[src/common/esm_ctrl_params.svh]
// Constants for the error-signal routing and life-cycle controller.
// Assumes inclusion by bare name from any file that needs it.
`ifndef ESM_CTRL_PARAMS_SVH
`define ESM_CTRL_PARAMS_SVH

// Clock and millisecond tick
`define CLK_PERIOD_NS    40
`define MS_PERIOD_NS     1000000
// Sequence timeout after power-on, in ms
`define SEQ_TIMEOUT_MS   10

// Error delay code bands, their base times in ms and their step shifts (steps of 2 and 4 ms)
`define DLY_BAND1_CODE   8'h20
`define DLY_BAND2_CODE   8'h40
`define DLY_BAND0_BASE   10'h001
`define DLY_BAND1_BASE   10'h022
`define DLY_BAND2_BASE   10'h064
`define DLY_BAND1_SHIFT  1
`define DLY_BAND2_SHIFT  2

// Fuse word check masks for a 13-bit SEC-DED code over 8 data bits
`define ECC_MASK_S0      13'h0AAA
`define ECC_MASK_S1      13'h0CCC
`define ECC_MASK_S2      13'h10F0
`define ECC_MASK_S3      13'h1F00
`define ECC_WORD_W       13
`define ECC_NONE         4'h0

// Self-test run-at-power-up enable value
`define SELF_TEST_AT_POWERUP_RUN       1'b1

`endif

[src/common/esm_ctrl_pkg.sv]
// Types for the error-signal routing and life-cycle controller.
// Assumes the constants header is compiled alongside.
package esm_ctrl_pkg;

  // Device life cycle
  typedef enum logic [2:0] {
    OFF,
    SELF_TEST,
    CFG_LOAD,
    ACTIVE,
    LATCHED_FAULT_STATE
  } life_e;

  // Error-signal mapping and delay configuration
  typedef struct packed {
    logic       mapToWdo;
    logic       mapToIrq;
    logic       mapToRst;
    logic [7:0] delayCode;
  } err_cfg_s;

  // Causes that force the latched fault state
  typedef struct packed {
    logic thermalShutdown;
    logic addressPinFault;
  } hard_fault_s;

endpackage

[src/rtl/esm_fault_ctrl.sv]
// Error-signal routing to the three active-low fault outputs, plus the
// device life cycle (self-test, fuse load, active, latched fault state).
// Assumes rst is the power-on reset, pins are asynchronous, and all
// configuration and host strobes come from logic on clk_sys.
`timescale 1ns/1ps
`include "esm_ctrl_params.svh"

module esm_fault_ctrl #(
  parameter int MS_CYCLES      = `MS_PERIOD_NS / `CLK_PERIOD_NS,
  parameter int SEQ_TIMEOUT_MS = `SEQ_TIMEOUT_MS
) (
  input  wire logic                      clk_sys,
  input  wire logic                      rst,
  input  wire logic                      errorSignalInput,
  input  wire logic                      watchdogEnablePin,
  input  wire esm_ctrl_pkg::err_cfg_s    errCfg,
  input  wire logic [7:0]                resetHoldDelay,
  input  wire logic                      clearErrorFlag,
  input  wire logic                      selfTestAtPowerup,
  input  wire logic                      selfTestTrigger,
  input  wire logic                      selfTestDoneEnable,
  input  wire logic                      clearSelfTestFlag,
  input  wire logic                      selfTestDone,
  input  wire logic                      selfTestPass,
  input  wire logic                      fuseWordValid,
  input  wire logic [`ECC_WORD_W-1:0]    fuseWord,
  input  wire logic                      fuseLast,
  input  wire esm_ctrl_pkg::hard_fault_s hardFault,
  output logic                           watchdogFaultOutputN,
  output logic                           interruptOutputN,
  output logic                           resetOutputN,
  output logic                           errorSignalFaultFlag,
  output logic                           selfTestDoneFlag,
  output logic                           selfTestDoneStatus,
  output esm_ctrl_pkg::life_e            monitorStateRegister,
  output logic                           selfTestStart,
  output logic                           hostPortEnable,
  output logic                           uvFaultMask,
  output logic [7:0]                     configByte,
  output logic                           configByteValid,
  output logic                           doubleErrorDetect
);

  ////////////////////////////////////////////////////////////////////////
  // Functions

  // Error delay in ms from the 8-bit code
  function automatic logic [9:0] errDelayMs(input logic [7:0] code);
    logic [9:0] c;
    c = {2'h0, code};
    if (code < `DLY_BAND1_CODE) begin
      errDelayMs = `DLY_BAND0_BASE + c;
    end else if (code < `DLY_BAND2_CODE) begin
      errDelayMs = `DLY_BAND1_BASE + ((c - {2'h0, `DLY_BAND1_CODE}) << `DLY_BAND1_SHIFT);
    end else begin
      errDelayMs = `DLY_BAND2_BASE + ((c - {2'h0, `DLY_BAND2_CODE}) << `DLY_BAND2_SHIFT);
    end
  endfunction

  // SEC-DED decode: {double error, corrected data byte}
  function automatic logic [8:0] eccDecode(input logic [`ECC_WORD_W-1:0] w);
    logic [3:0]             s;
    logic                   p;
    logic                   ded;
    logic [`ECC_WORD_W-1:0] c;
    s = {^(w & `ECC_MASK_S3), ^(w & `ECC_MASK_S2), ^(w & `ECC_MASK_S1), ^(w & `ECC_MASK_S0)};
    p = ^w;
    c = w;
    ded = 1'b0;
    if (s != `ECC_NONE && p) begin
      if (s < 4'(`ECC_WORD_W)) begin
        c[s] = ~c[s];
      end else begin
        ded = 1'b1;
      end
    end else if (s != `ECC_NONE) begin
      ded = 1'b1;
    end
    eccDecode = {ded, c[12:9], c[7:5], c[3]};
  endfunction

  ////////////////////////////////////////////////////////////////////////
  // Pin synchronisers

  logic errMeta_q;
  logic errSync_q;
  logic wdeMeta_q;
  logic wdeSync_q;

  // Two flops per asynchronous pin; error pin resets to low like its pull-down
  always_ff @(posedge clk_sys) begin
    if (rst) begin
      errMeta_q <= 1'b0;
      errSync_q <= 1'b0;
      wdeMeta_q <= 1'b0;
      wdeSync_q <= 1'b0;
    end else begin
      errMeta_q <= errorSignalInput;
      errSync_q <= errMeta_q;
      wdeMeta_q <= watchdogEnablePin;
      wdeSync_q <= wdeMeta_q;
    end
  end

  ////////////////////////////////////////////////////////////////////////
  // Millisecond tick and sequence timer

  logic [31:0] msCnt_q;
  logic [31:0] msCnt_d;
  logic [31:0] seqMs_q;
  logic [31:0] seqMs_d;
  logic        msTick;
  logic        uvMask_q;
  logic        uvMask_d;

  // Free-running divider; sequence timer from power-on masks undervoltage
  always_comb begin
    msTick   = (msCnt_q == 32'(MS_CYCLES - 1));
    msCnt_d  = msTick ? 32'h0000_0000 : msCnt_q + 32'h0000_0001;
    seqMs_d  = seqMs_q;
    uvMask_d = uvMask_q;
    if (uvMask_q && msTick) begin
      seqMs_d = seqMs_q + 32'h0000_0001;
      if (seqMs_d >= 32'(SEQ_TIMEOUT_MS)) begin
        uvMask_d = 1'b0;
      end
    end
  end

  always_ff @(posedge clk_sys) begin
    if (rst) begin
      msCnt_q  <= 32'h0000_0000;
      seqMs_q  <= 32'h0000_0000;
      uvMask_q <= 1'b1;
    end else begin
      msCnt_q  <= msCnt_d;
      seqMs_q  <= seqMs_d;
      uvMask_q <= uvMask_d;
    end
  end

  ////////////////////////////////////////////////////////////////////////
  // Life cycle

  esm_ctrl_pkg::life_e state_q;
  esm_ctrl_pkg::life_e state_d;
  logic                stDone_q;
  logic                stDone_d;
  logic                stStat_q;
  logic                stStat_d;
  logic                start_q;
  logic                start_d;
  logic [7:0]          cfgByte_q;
  logic [7:0]          cfgByte_d;
  logic                cfgValid_q;
  logic                cfgValid_d;
  logic                ded_q;
  logic                ded_d;
  logic [8:0]          dec;

  // Power-on sequencing, self-test, fuse load and the latched fault state
  always_comb begin
    state_d    = state_q;
    stDone_d   = stDone_q;
    stStat_d   = stStat_q;
    start_d    = 1'b0;
    cfgByte_d  = cfgByte_q;
    cfgValid_d = 1'b0;
    ded_d      = ded_q;
    dec        = eccDecode(fuseWord);
    if (clearSelfTestFlag) begin
      stDone_d = 1'b0;
    end
    case (state_q)
      esm_ctrl_pkg::OFF: begin
        // Power-up strap taken once after reset release
        if (selfTestAtPowerup == `SELF_TEST_AT_POWERUP_RUN) begin
          state_d = esm_ctrl_pkg::SELF_TEST;
          start_d = 1'b1;
        end else begin
          state_d = esm_ctrl_pkg::CFG_LOAD;
        end
      end
      esm_ctrl_pkg::SELF_TEST: begin
        if (selfTestDone) begin
          stDone_d = 1'b1;
          stStat_d = 1'b1;
          state_d  = selfTestPass ? esm_ctrl_pkg::CFG_LOAD : esm_ctrl_pkg::LATCHED_FAULT_STATE;
        end
      end
      esm_ctrl_pkg::CFG_LOAD: begin
        if (fuseWordValid) begin
          cfgByte_d  = dec[7:0];
          cfgValid_d = 1'b1;
          if (dec[8]) begin
            ded_d   = 1'b1;
            state_d = esm_ctrl_pkg::LATCHED_FAULT_STATE;
          end else if (fuseLast) begin
            state_d = esm_ctrl_pkg::ACTIVE;
          end
        end
      end
      esm_ctrl_pkg::ACTIVE: begin
        if (selfTestTrigger) begin
          state_d  = esm_ctrl_pkg::SELF_TEST;
          start_d  = 1'b1;
          stStat_d = 1'b0;
        end
      end
      default: begin
        state_d = esm_ctrl_pkg::LATCHED_FAULT_STATE;
      end
    endcase
    if (hardFault != '0 && state_q != esm_ctrl_pkg::OFF) begin
      state_d = esm_ctrl_pkg::LATCHED_FAULT_STATE;
    end
  end

  always_ff @(posedge clk_sys) begin
    if (rst) begin
      state_q    <= esm_ctrl_pkg::OFF;
      stDone_q   <= 1'b0;
      stStat_q   <= 1'b0;
      start_q    <= 1'b0;
      cfgByte_q  <= 8'h00;
      cfgValid_q <= 1'b0;
      ded_q      <= 1'b0;
    end else begin
      state_q    <= state_d;
      stDone_q   <= stDone_d;
      stStat_q   <= stStat_d;
      start_q    <= start_d;
      cfgByte_q  <= cfgByte_d;
      cfgValid_q <= cfgValid_d;
      ded_q      <= ded_d;
    end
  end

  ////////////////////////////////////////////////////////////////////////
  // Error-signal routing

  logic       active;
  logic       latched_fault_state;
  logic       wdoGate;
  logic       examine;
  logic       errEvent;
  logic [9:0] errMs_q;
  logic [9:0] errMs_d;
  logic [7:0] rstMs_q;
  logic [7:0] rstMs_d;
  logic       rstPulse_q;
  logic       rstPulse_d;
  logic       flag_q;
  logic       flag_d;
  logic       irqLat_q;
  logic       irqLat_d;
  logic       wdoLat_q;
  logic       wdoLat_d;

  // Delay count, latches, reset pulse; set wins over a same-cycle clear
  always_comb begin
    active   = (state_q == esm_ctrl_pkg::ACTIVE);
    latched_fault_state = (state_q == esm_ctrl_pkg::LATCHED_FAULT_STATE);
    wdoGate  = errCfg.mapToWdo && errCfg.mapToRst && wdeSync_q && wdoLat_q;
    examine  = active && !rstPulse_q && !wdoGate;
    errMs_d  = errMs_q;
    errEvent = 1'b0;
    if (!examine || errSync_q) begin
      errMs_d = 10'h000;
    end else if (msTick) begin
      errMs_d = errMs_q + 10'h001;
      if (errMs_d >= errDelayMs(errCfg.delayCode)) begin
        errEvent = 1'b1;
        errMs_d  = 10'h000;
      end
    end
    flag_d     = flag_q && !clearErrorFlag;
    irqLat_d   = irqLat_q && !clearErrorFlag;
    wdoLat_d   = wdoLat_q && !clearErrorFlag && wdeSync_q;
    rstPulse_d = rstPulse_q;
    rstMs_d    = rstMs_q;
    if (rstPulse_q && msTick) begin
      rstMs_d = rstMs_q + 8'h01;
      if (rstMs_d >= resetHoldDelay) begin
        rstPulse_d = 1'b0;
        rstMs_d    = 8'h00;
      end
    end
    if (errEvent) begin
      flag_d = 1'b1;
      if (errCfg.mapToIrq) begin
        irqLat_d = 1'b1;
      end
      if (errCfg.mapToWdo && wdeSync_q) begin
        wdoLat_d = 1'b1;
      end
      if (errCfg.mapToRst) begin
        rstPulse_d = 1'b1;
        rstMs_d    = 8'h00;
      end
    end
  end

  always_ff @(posedge clk_sys) begin
    if (rst) begin
      errMs_q    <= 10'h000;
      rstMs_q    <= 8'h00;
      rstPulse_q <= 1'b0;
      flag_q     <= 1'b0;
      irqLat_q   <= 1'b0;
      wdoLat_q   <= 1'b0;
    end else begin
      errMs_q    <= errMs_d;
      rstMs_q    <= rstMs_d;
      rstPulse_q <= rstPulse_d;
      flag_q     <= flag_d;
      irqLat_q   <= irqLat_d;
      wdoLat_q   <= wdoLat_d;
    end
  end

  ////////////////////////////////////////////////////////////////////////
  // Outputs

  // Fault pins low when asserted; latched fault state pulls reset and interrupt
  assign watchdogFaultOutputN = !wdoLat_q;
  assign interruptOutputN     = !(irqLat_q || latched_fault_state || (stDone_q && selfTestDoneEnable));
  assign resetOutputN         = !(rstPulse_q || latched_fault_state || !active);
  assign errorSignalFaultFlag = flag_q;
  assign selfTestDoneFlag     = stDone_q;
  assign selfTestDoneStatus   = stStat_q;
  assign monitorStateRegister = state_q;
  assign selfTestStart        = start_q;
  assign hostPortEnable       = (state_q != esm_ctrl_pkg::SELF_TEST) && (state_q != esm_ctrl_pkg::OFF);
  assign uvFaultMask          = uvMask_q;
  assign configByte           = cfgByte_q;
  assign configByteValid      = cfgValid_q;
  assign doubleErrorDetect    = ded_q;

endmodule

[config.mk]
export PLATFORM = sky130hd
export DESIGN_NAME = esm_fault_ctrl
export DESIGN_NICKNAME = d
export VERILOG_FILES = /design/src/common/esm_ctrl_pkg.sv /design/src/rtl/esm_fault_ctrl.sv
export VERILOG_INCLUDE_DIRS = /design/src /design/src/common
export SDC_FILE = /design/constraint.sdc
export NUM_CORES = 1
export LEC_CHECK = 0
export BUFFER_PORTS_ARGS = -buffer_cell sky130_fd_sc_hd__buf_2
export CORE_MARGIN = 1
export CORE_UTILIZATION = 60
export CTS_BUF_LIST = sky130_fd_sc_hd__clkbuf_16
export DETAILED_ROUTE_END_ITERATION = 10
export PLACE_DENSITY_LB_ADDON = 0.2
export SYNTH_ARGS = -nofsm -noshare
export SYNTH_HDL_FRONTEND = slang
export SYNTH_SLANG_ARGS = --single-unit
[constraint.sdc]
create_clock -name clk_sys -period 5.2 [get_ports clk_sys]
set_input_delay 1.3 -clock clk_sys [delete_from_list [all_inputs] [get_ports clk_sys]]
set_output_delay 1.3 -clock clk_sys [all_outputs]
set_load 0.01 [all_outputs]
* Yosys cells after proc, flatten, opt, wreduce, memory -nomap -nowiden *
Index checks and enable logic that the tools add are counted.

word-level totals
  input port bits = 47
  register bits = 107
  logic and storage cells = 154

cells by class
  reduce and logical (&&, ||, !) cells = 50
  bitwise gates (word level) = 2
  magnitude comparators = 8
  mux-type cells = 50
  add/subtract/negate cells = 9
  eq/ne operators = 14

operator list
  cell                     count
  $reduce_xor A13 Y1       5
  $add A32 B1 Y32 const B  2
  $mux W10                 5
  $eq A32 B15 Y1 const B   1
  $ge A32 B4 Y1 const B    1
  $mux W8                  4
  $mux W13                 2
  $mux W1                  25
  $mux W3                  7
  $logic_and A1 B1 Y1      17
  $bwmux W13               1
  $pmux W3 S4              1
  $add A10 B1 Y10 const B  1
  $add A6 B10 Y10 const A  1
  $add A7 B10 Y10 const A  1
  $ge A10 B10 Y1           1
  $add A1 B8 Y9 const A    1
  $ne A3 B3 Y1 const B     3
  $sub A8 B6 Y9 const B    1
  $add A8 B1 Y8 const B    1
  $ge A8 B8 Y1             1
  $logic_not A1 Y1         8
  $lt A8 B6 Y1 const B     1
  $lt A8 B7 Y1 const B     1
  25 further kinds         41

* Logic depth before layout (Yosys ltp) *
  word-level depth = 13
  depth in mapped cells = 17
  depth with buffers taken out = 14

* Worst setup path after synthesis *
No wires, ideal clock.

  kind = input -> register
  start = input port errCfg[5] (netlist name)
  end = register errMs_q[8]
  required time = 5.130 ns
  buffers on the path = 4
  setup time = 0.070 ns
  stages on the path = 17
  slack = 0.850 ns
  arrival = 4.280 ns
  cell sequence = clkbuf_1 > inv_1 > ha_1 > ha_1 > clkbuf_1 > clkbuf_1 > a21oi_1 > ha_1 > a21o_1 > a21o_1 > a21o_1 > a21oi_1 > o21ai_0 > a21oi_1 > clkbuf_1 > nand3_1 > a21oi_1

on the way
  longest elaborated chain between the ends = 8

RTL lines
  what                                                                 line                                        RTL
  start, declared                                                      esm_fault_ctrl.sv:16                        input wire esm_ctrl_pkg::err_cfg_s errCfg,
  $sub A8 B6 Y9 / $sub A8 B7 Y8 (equally long branches)                esm_fault_ctrl.sv:54, esm_fault_ctrl.sv:56
  $add A6 B10 Y10 (no line) / $add A7 B10 Y10 (equally long branches)  -
  $mux W10                                                             esm_fault_ctrl.sv:53                        end else if (code < `DLY_BAND2_CODE) begin
  $mux W10 (*)                                                         esm_fault_ctrl.sv:51                        if (code < `DLY_BAND1_CODE) begin
  $mux W10 (*)                                                         esm_fault_ctrl.sv:270                       end else if (msTick) begin
  $mux W10 (*)                                                         esm_fault_ctrl.sv:268                       if (!examine || errSync_q) begin
  $ge A10 B10 Y1 (*)                                                   esm_fault_ctrl.sv:272                       if (errMs_d >= errDelayMs(errCfg.delayCode)) begin
  $mux W10 (*)                                                         esm_fault_ctrl.sv:272
  end signal, assigned                                                 esm_fault_ctrl.sv:313                       errMs_q <= errMs_d;
  end, declared                                                        esm_fault_ctrl.sv:247                       logic [9:0] errMs_q;

Every way passes the cells marked *; elsewhere a longest branch is shown, timed or not. The select of a mux whose other input is x is not followed.
A chain may end at the register's enable or synchronous reset.

* Worst setup path after layout *
  start = input port errCfg[5] (netlist name)
  end = register rstMs_q[4]

on the way
  longest elaborated chain between the ends = 11

RTL lines
  what                                                                 line                                        RTL
  $sub A8 B6 Y9 / $sub A8 B7 Y8 (equally long branches)                esm_fault_ctrl.sv:54, esm_fault_ctrl.sv:56
  $add A6 B10 Y10 (no line) / $add A7 B10 Y10 (equally long branches)  -
  $mux W10                                                             esm_fault_ctrl.sv:53
  $mux W10 (*)                                                         esm_fault_ctrl.sv:51
  $mux W10 (*)                                                         esm_fault_ctrl.sv:270
  $mux W10 (*)                                                         esm_fault_ctrl.sv:268
  $ge A10 B10 Y1 (*)                                                   esm_fault_ctrl.sv:272
  $mux W1 (*)                                                          esm_fault_ctrl.sv:272
  $mux W1 (*)                                                          esm_fault_ctrl.sv:270
  $mux W1 (*)                                                          esm_fault_ctrl.sv:268
  $mux W8 (*)                                                          esm_fault_ctrl.sv:289                       if (errEvent) begin
  end signal, assigned                                                 esm_fault_ctrl.sv:314                       rstMs_q <= rstMs_d;
  end, declared                                                        esm_fault_ctrl.sv:249                       logic [7:0] rstMs_q;

Marked as above.

==> flow_summary.json <==
{
  "status": "finished, final reports clean",
  "path_max_fanout": 9,
  "peakVddDrop_mv": 0.165,
  "cp.arrival_ps": 4450,
  "finalClockSkew_ps": 10.3,
  "synth.avg_cell_area_sq_um": 7.83,
  "drv_cap": 0,
  "nets": 1004,
  "die_w_um": 109,
  "cp.required_ps": 5470,
  "drv_slew": 0,
  "pwr-share-comb": 0.241,
  "antennaDiodeCount": 0,
  "initialDrtViolationCount": 333,
  "fin_tns_setup_ps": 0,
  "critPathBufInv": 2,
  "drive_above_1_share": 0.117,
  "startpoint": "errCfg[5]",
  "p_switching_mw": 0.612,
  "rows": 38,
  "grt.overflow.total": 0,
  "seq_area_frac_synth": 0.310,
  "cp_cell_sequence": "buf_2 > inv_1 > ha_1 > ha_1 > nor2b_1 > ha_1 > nand2b_1 > a21o_1 > a21o_1 > a21o_1 > a21oi_1 > o21ai_0 > a21oi_1 > o21bai_1 > a31oi_1",
  "synthFlopType": "dfxtp_1",
  "area.growth.synth_to_final_pct": 9.35,
  "powerDensity_nw_per_um2": 264,
  "fmax_mhz": 240,
  "hold_buffers": 0,
  "core_area_sq_um": 11000,
  "p_clk_frac": 0.305,
  "p_seq_frac": 0.453,
  "die_y_um": 109,
  "io_pins": 69,
  "synth-edff-count": 0,
  "post-place-ws_ps": 740,
  "htree_levels": 3,
  "post-route-util": 0.684,
  "postSynthCellCount": 882,
  "root_buffer": "clkbuf_16",
  "setup_slack_ps": 1030,
  "yosysWarnings": 0,
  "ant_nets": 0,
  "rsz0062_at_grt": "false",
  "slew_headroom": 0.566,
  "leakage_nw": 3.05,
  "crit_type": "primary input to flip-flop",
  "switching_share": 0.307,
  "clk_pin_slew_ps": 70,
  "dp_hpwl_mm": 11.7,
  "finalSetupViolations": 0,
  "num_vias": 6302,
  "netlist_area_sq_um": 6900,
  "port_buffers": 68,
  "final_cell_area_sq_um": 7550,
  "slowest_delay_ps": 510,
  "viasPerCell": 5.89,
  "r2r_start": "errMs_q[0]",
  "hold_viol_final": 0,
  "route.detailed.drc": 0,
  "numCtsBuffers": 9,
  "finalCritPeriodShare": 0.803,
  "drt_wl_total_mm": 15.5,
  "grt_max_degree": 36,
  "initial_utilization": 0.626,
  "clockBufferDepth": 2,
  "path_delay_family": "compound AO/OA/AOI/OAI gates",
  "die-area_sq_um": 11900,
  "first_global_vias": 5802,
  "ys_async_sr_fraction": 0,
  "grt_pass1_wl_mm": 26.0,
  "synth_cell_types": 70,
  "wl_per_cell_um": 14.5,
  "hold_path_startpoint": "msCnt_q[0]",
  "cts_resized": 0,
  "post-cts-setup-buffer-count": 0,
  "synth-seq-cells": 107,
  "p_total_mw": 2.00,
  "p_int_mw": 1.38,
  "dr.pass1.iters": 4,
  "cp_slowest_cell": "a21oi_1",
  "start_kind": "primary input",
  "min_period_ps": 4170,
  "antenna_found_initial": 0,
  "tightest_slew_ps": 650,
  "min_path_type": "flip-flop to flip-flop",
  "cts_sinks": 107,
  "grtUsageTotal": 0.270,
  "clk_latency_ps": 350,
  "synth_nets": 961,
  "cts_tree": "built",
  "cp-end-kind": "flip-flop",
  "gp_congestion": 0.880,
  "place_area_sq_um": 7280
}
## path summary, 6_finish.rpt
check               endpoint  slack, ps  depth (start not counted)
setup reg to reg  rstMs_q[4]       2090                         11
setup / recovery  rstMs_q[4]       1030                         15
hold reg to reg   msCnt_q[0]        460                          1
hold / removal    msCnt_q[0]        460                          1
## synthesized netlist by cell type (all sizes together) (16+ instances only)
cell    number  area, sq um
nor2       122          458
dfxtp      107         2140
nand2       87          334
xor2        56          490
a21oi       52          264
xnor2       51          488
nand3       48          240
clkbuf      36          139
ha          32          400
o21ai       30          154
nand4       29          181
inv         27          101
nor3        24          125
and3        19          119
or3         18          114
nor4        16          106
## logic make-up (layout without fill, tap and decap cells)
family | count (synthesis) | after routing | synth area share
AND/OR/NAND/NOR | 413 | 413 | 0.293
AO/OA/AOI/OAI | 144 | 144 | 0.135
multiplexers | 9 | 9 | 0.0149
buffers and inverters | 68 | 116 | 0.0395
XOR/XNOR | 109 | 109 | 0.149
flip-flops | 107 | 107 | 0.310
adder cells (fa/ha/maj) | 32 | 32 | 0.0580
## worst register-to-register path, cell delays in order, from the launching register on
cell and delay [ps]:
dfxtp_1 390, ha_1 270, nand3_1 180, or2_2 390, nor2_1 140, xor2_1 230
ha_1 270, nand2_1 70, a21oi_1 50, a21oi_1 470, o21bai_1 350, a31oi_1 220
## flip-flops by register name, summed over array words and instances, names as in the netlist
signal / count
seqMs_q: 32
uvFaultMask: 1
errorSignalFaultFlag: 1
wdoLat_q: 1
selfTestDoneFlag: 1
monitorStateRegister: 3
doubleErrorDetect: 1
errMeta_q: 1
rstPulse_q: 1
wdeMeta_q: 1
wdeSync_q: 1
configByteValid: 1
msCnt_q: 32
errMs_q: 10
errSync_q: 1
irqLat_q: 1
selfTestDoneStatus: 1
selfTestStart: 1
configByte: 8
rstMs_q: 8
## layer usage
metal	wire length, um	vias up	track usage
met5	0	-	0
met4	334	0	0.0924
met3	668	31	0.0406
met2	7410	166	0.458
met1	7120	2935	0.349
li1	-	3170	-
## power groups by stage
| stage | Combinational [mW] | Sequential, mW | Clock (mW) |
|---|---|---|---|
| floorplan | 0.360 | 0.903 | 0 |
| global route | 0.533 | 0.908 | 0.657 |
| finish | 0.482 | 0.904 | 0.610 |
| CTS | 0.482 | 0.900 | 0.620 |
| global placement | 0.462 | 0.917 | 0 |
| detailed placement | 0.480 | 0.919 | 0 |
## cell usage in the layout (no fill, tap or decap), types with 4 or more instances in the layout
| cell | count |
|---|---|
| a21oi_1 | 51 |
| and3_1 | 19 |
| a221o_1 | 4 |
| inv_1 | 30 |
| nand2b_1 | 7 |
| xnor2_1 | 47 |
| dfxtp_1 | 107 |
| a2bb2oi_1 | 4 |
| or2_2 | 6 |
| a31oi_1 | 10 |
| nand3_1 | 48 |
| nand4_1 | 29 |
| clkbuf_16 | 9 |
| mux2i_1 | 8 |
| buf_4 | 5 |
| o21ai_0 | 29 |
| nor3b_1 | 4 |
| nor4_1 | 15 |
| nor2_1 | 122 |
| xor2_1 | 56 |
| or4_1 | 4 |
| nor3_1 | 23 |
| buf_2 | 68 |
| ha_1 | 32 |
| nand2_1 | 86 |
| a211oi_1 | 6 |
| or3_1 | 17 |
| and2_1 | 5 |
| nor2b_1 | 11 |
| a21o_1 | 7 |
## layout make-up
cell class,count,area [sq um]
clock inverters,7,38.8
repair buffers,73,378
inverters,27,101
well taps,140,175
multi-input cells,707,4490
fillers,920,3480
clock buffers,9,225
flip-flops and latches,107,2140
## through the flow
| stage | cells | hold WS [ps] |
|---|---|---|
| global route | 1070 | 482 |
| floorplan | 882 | 414 |
| finish | 1070 | 455 |
| CTS | 1070 | 462 |
| detailed placement | 1054 | 448 |
| global placement | 1054 | 429 |
Power figures use the tool's default switching activity.
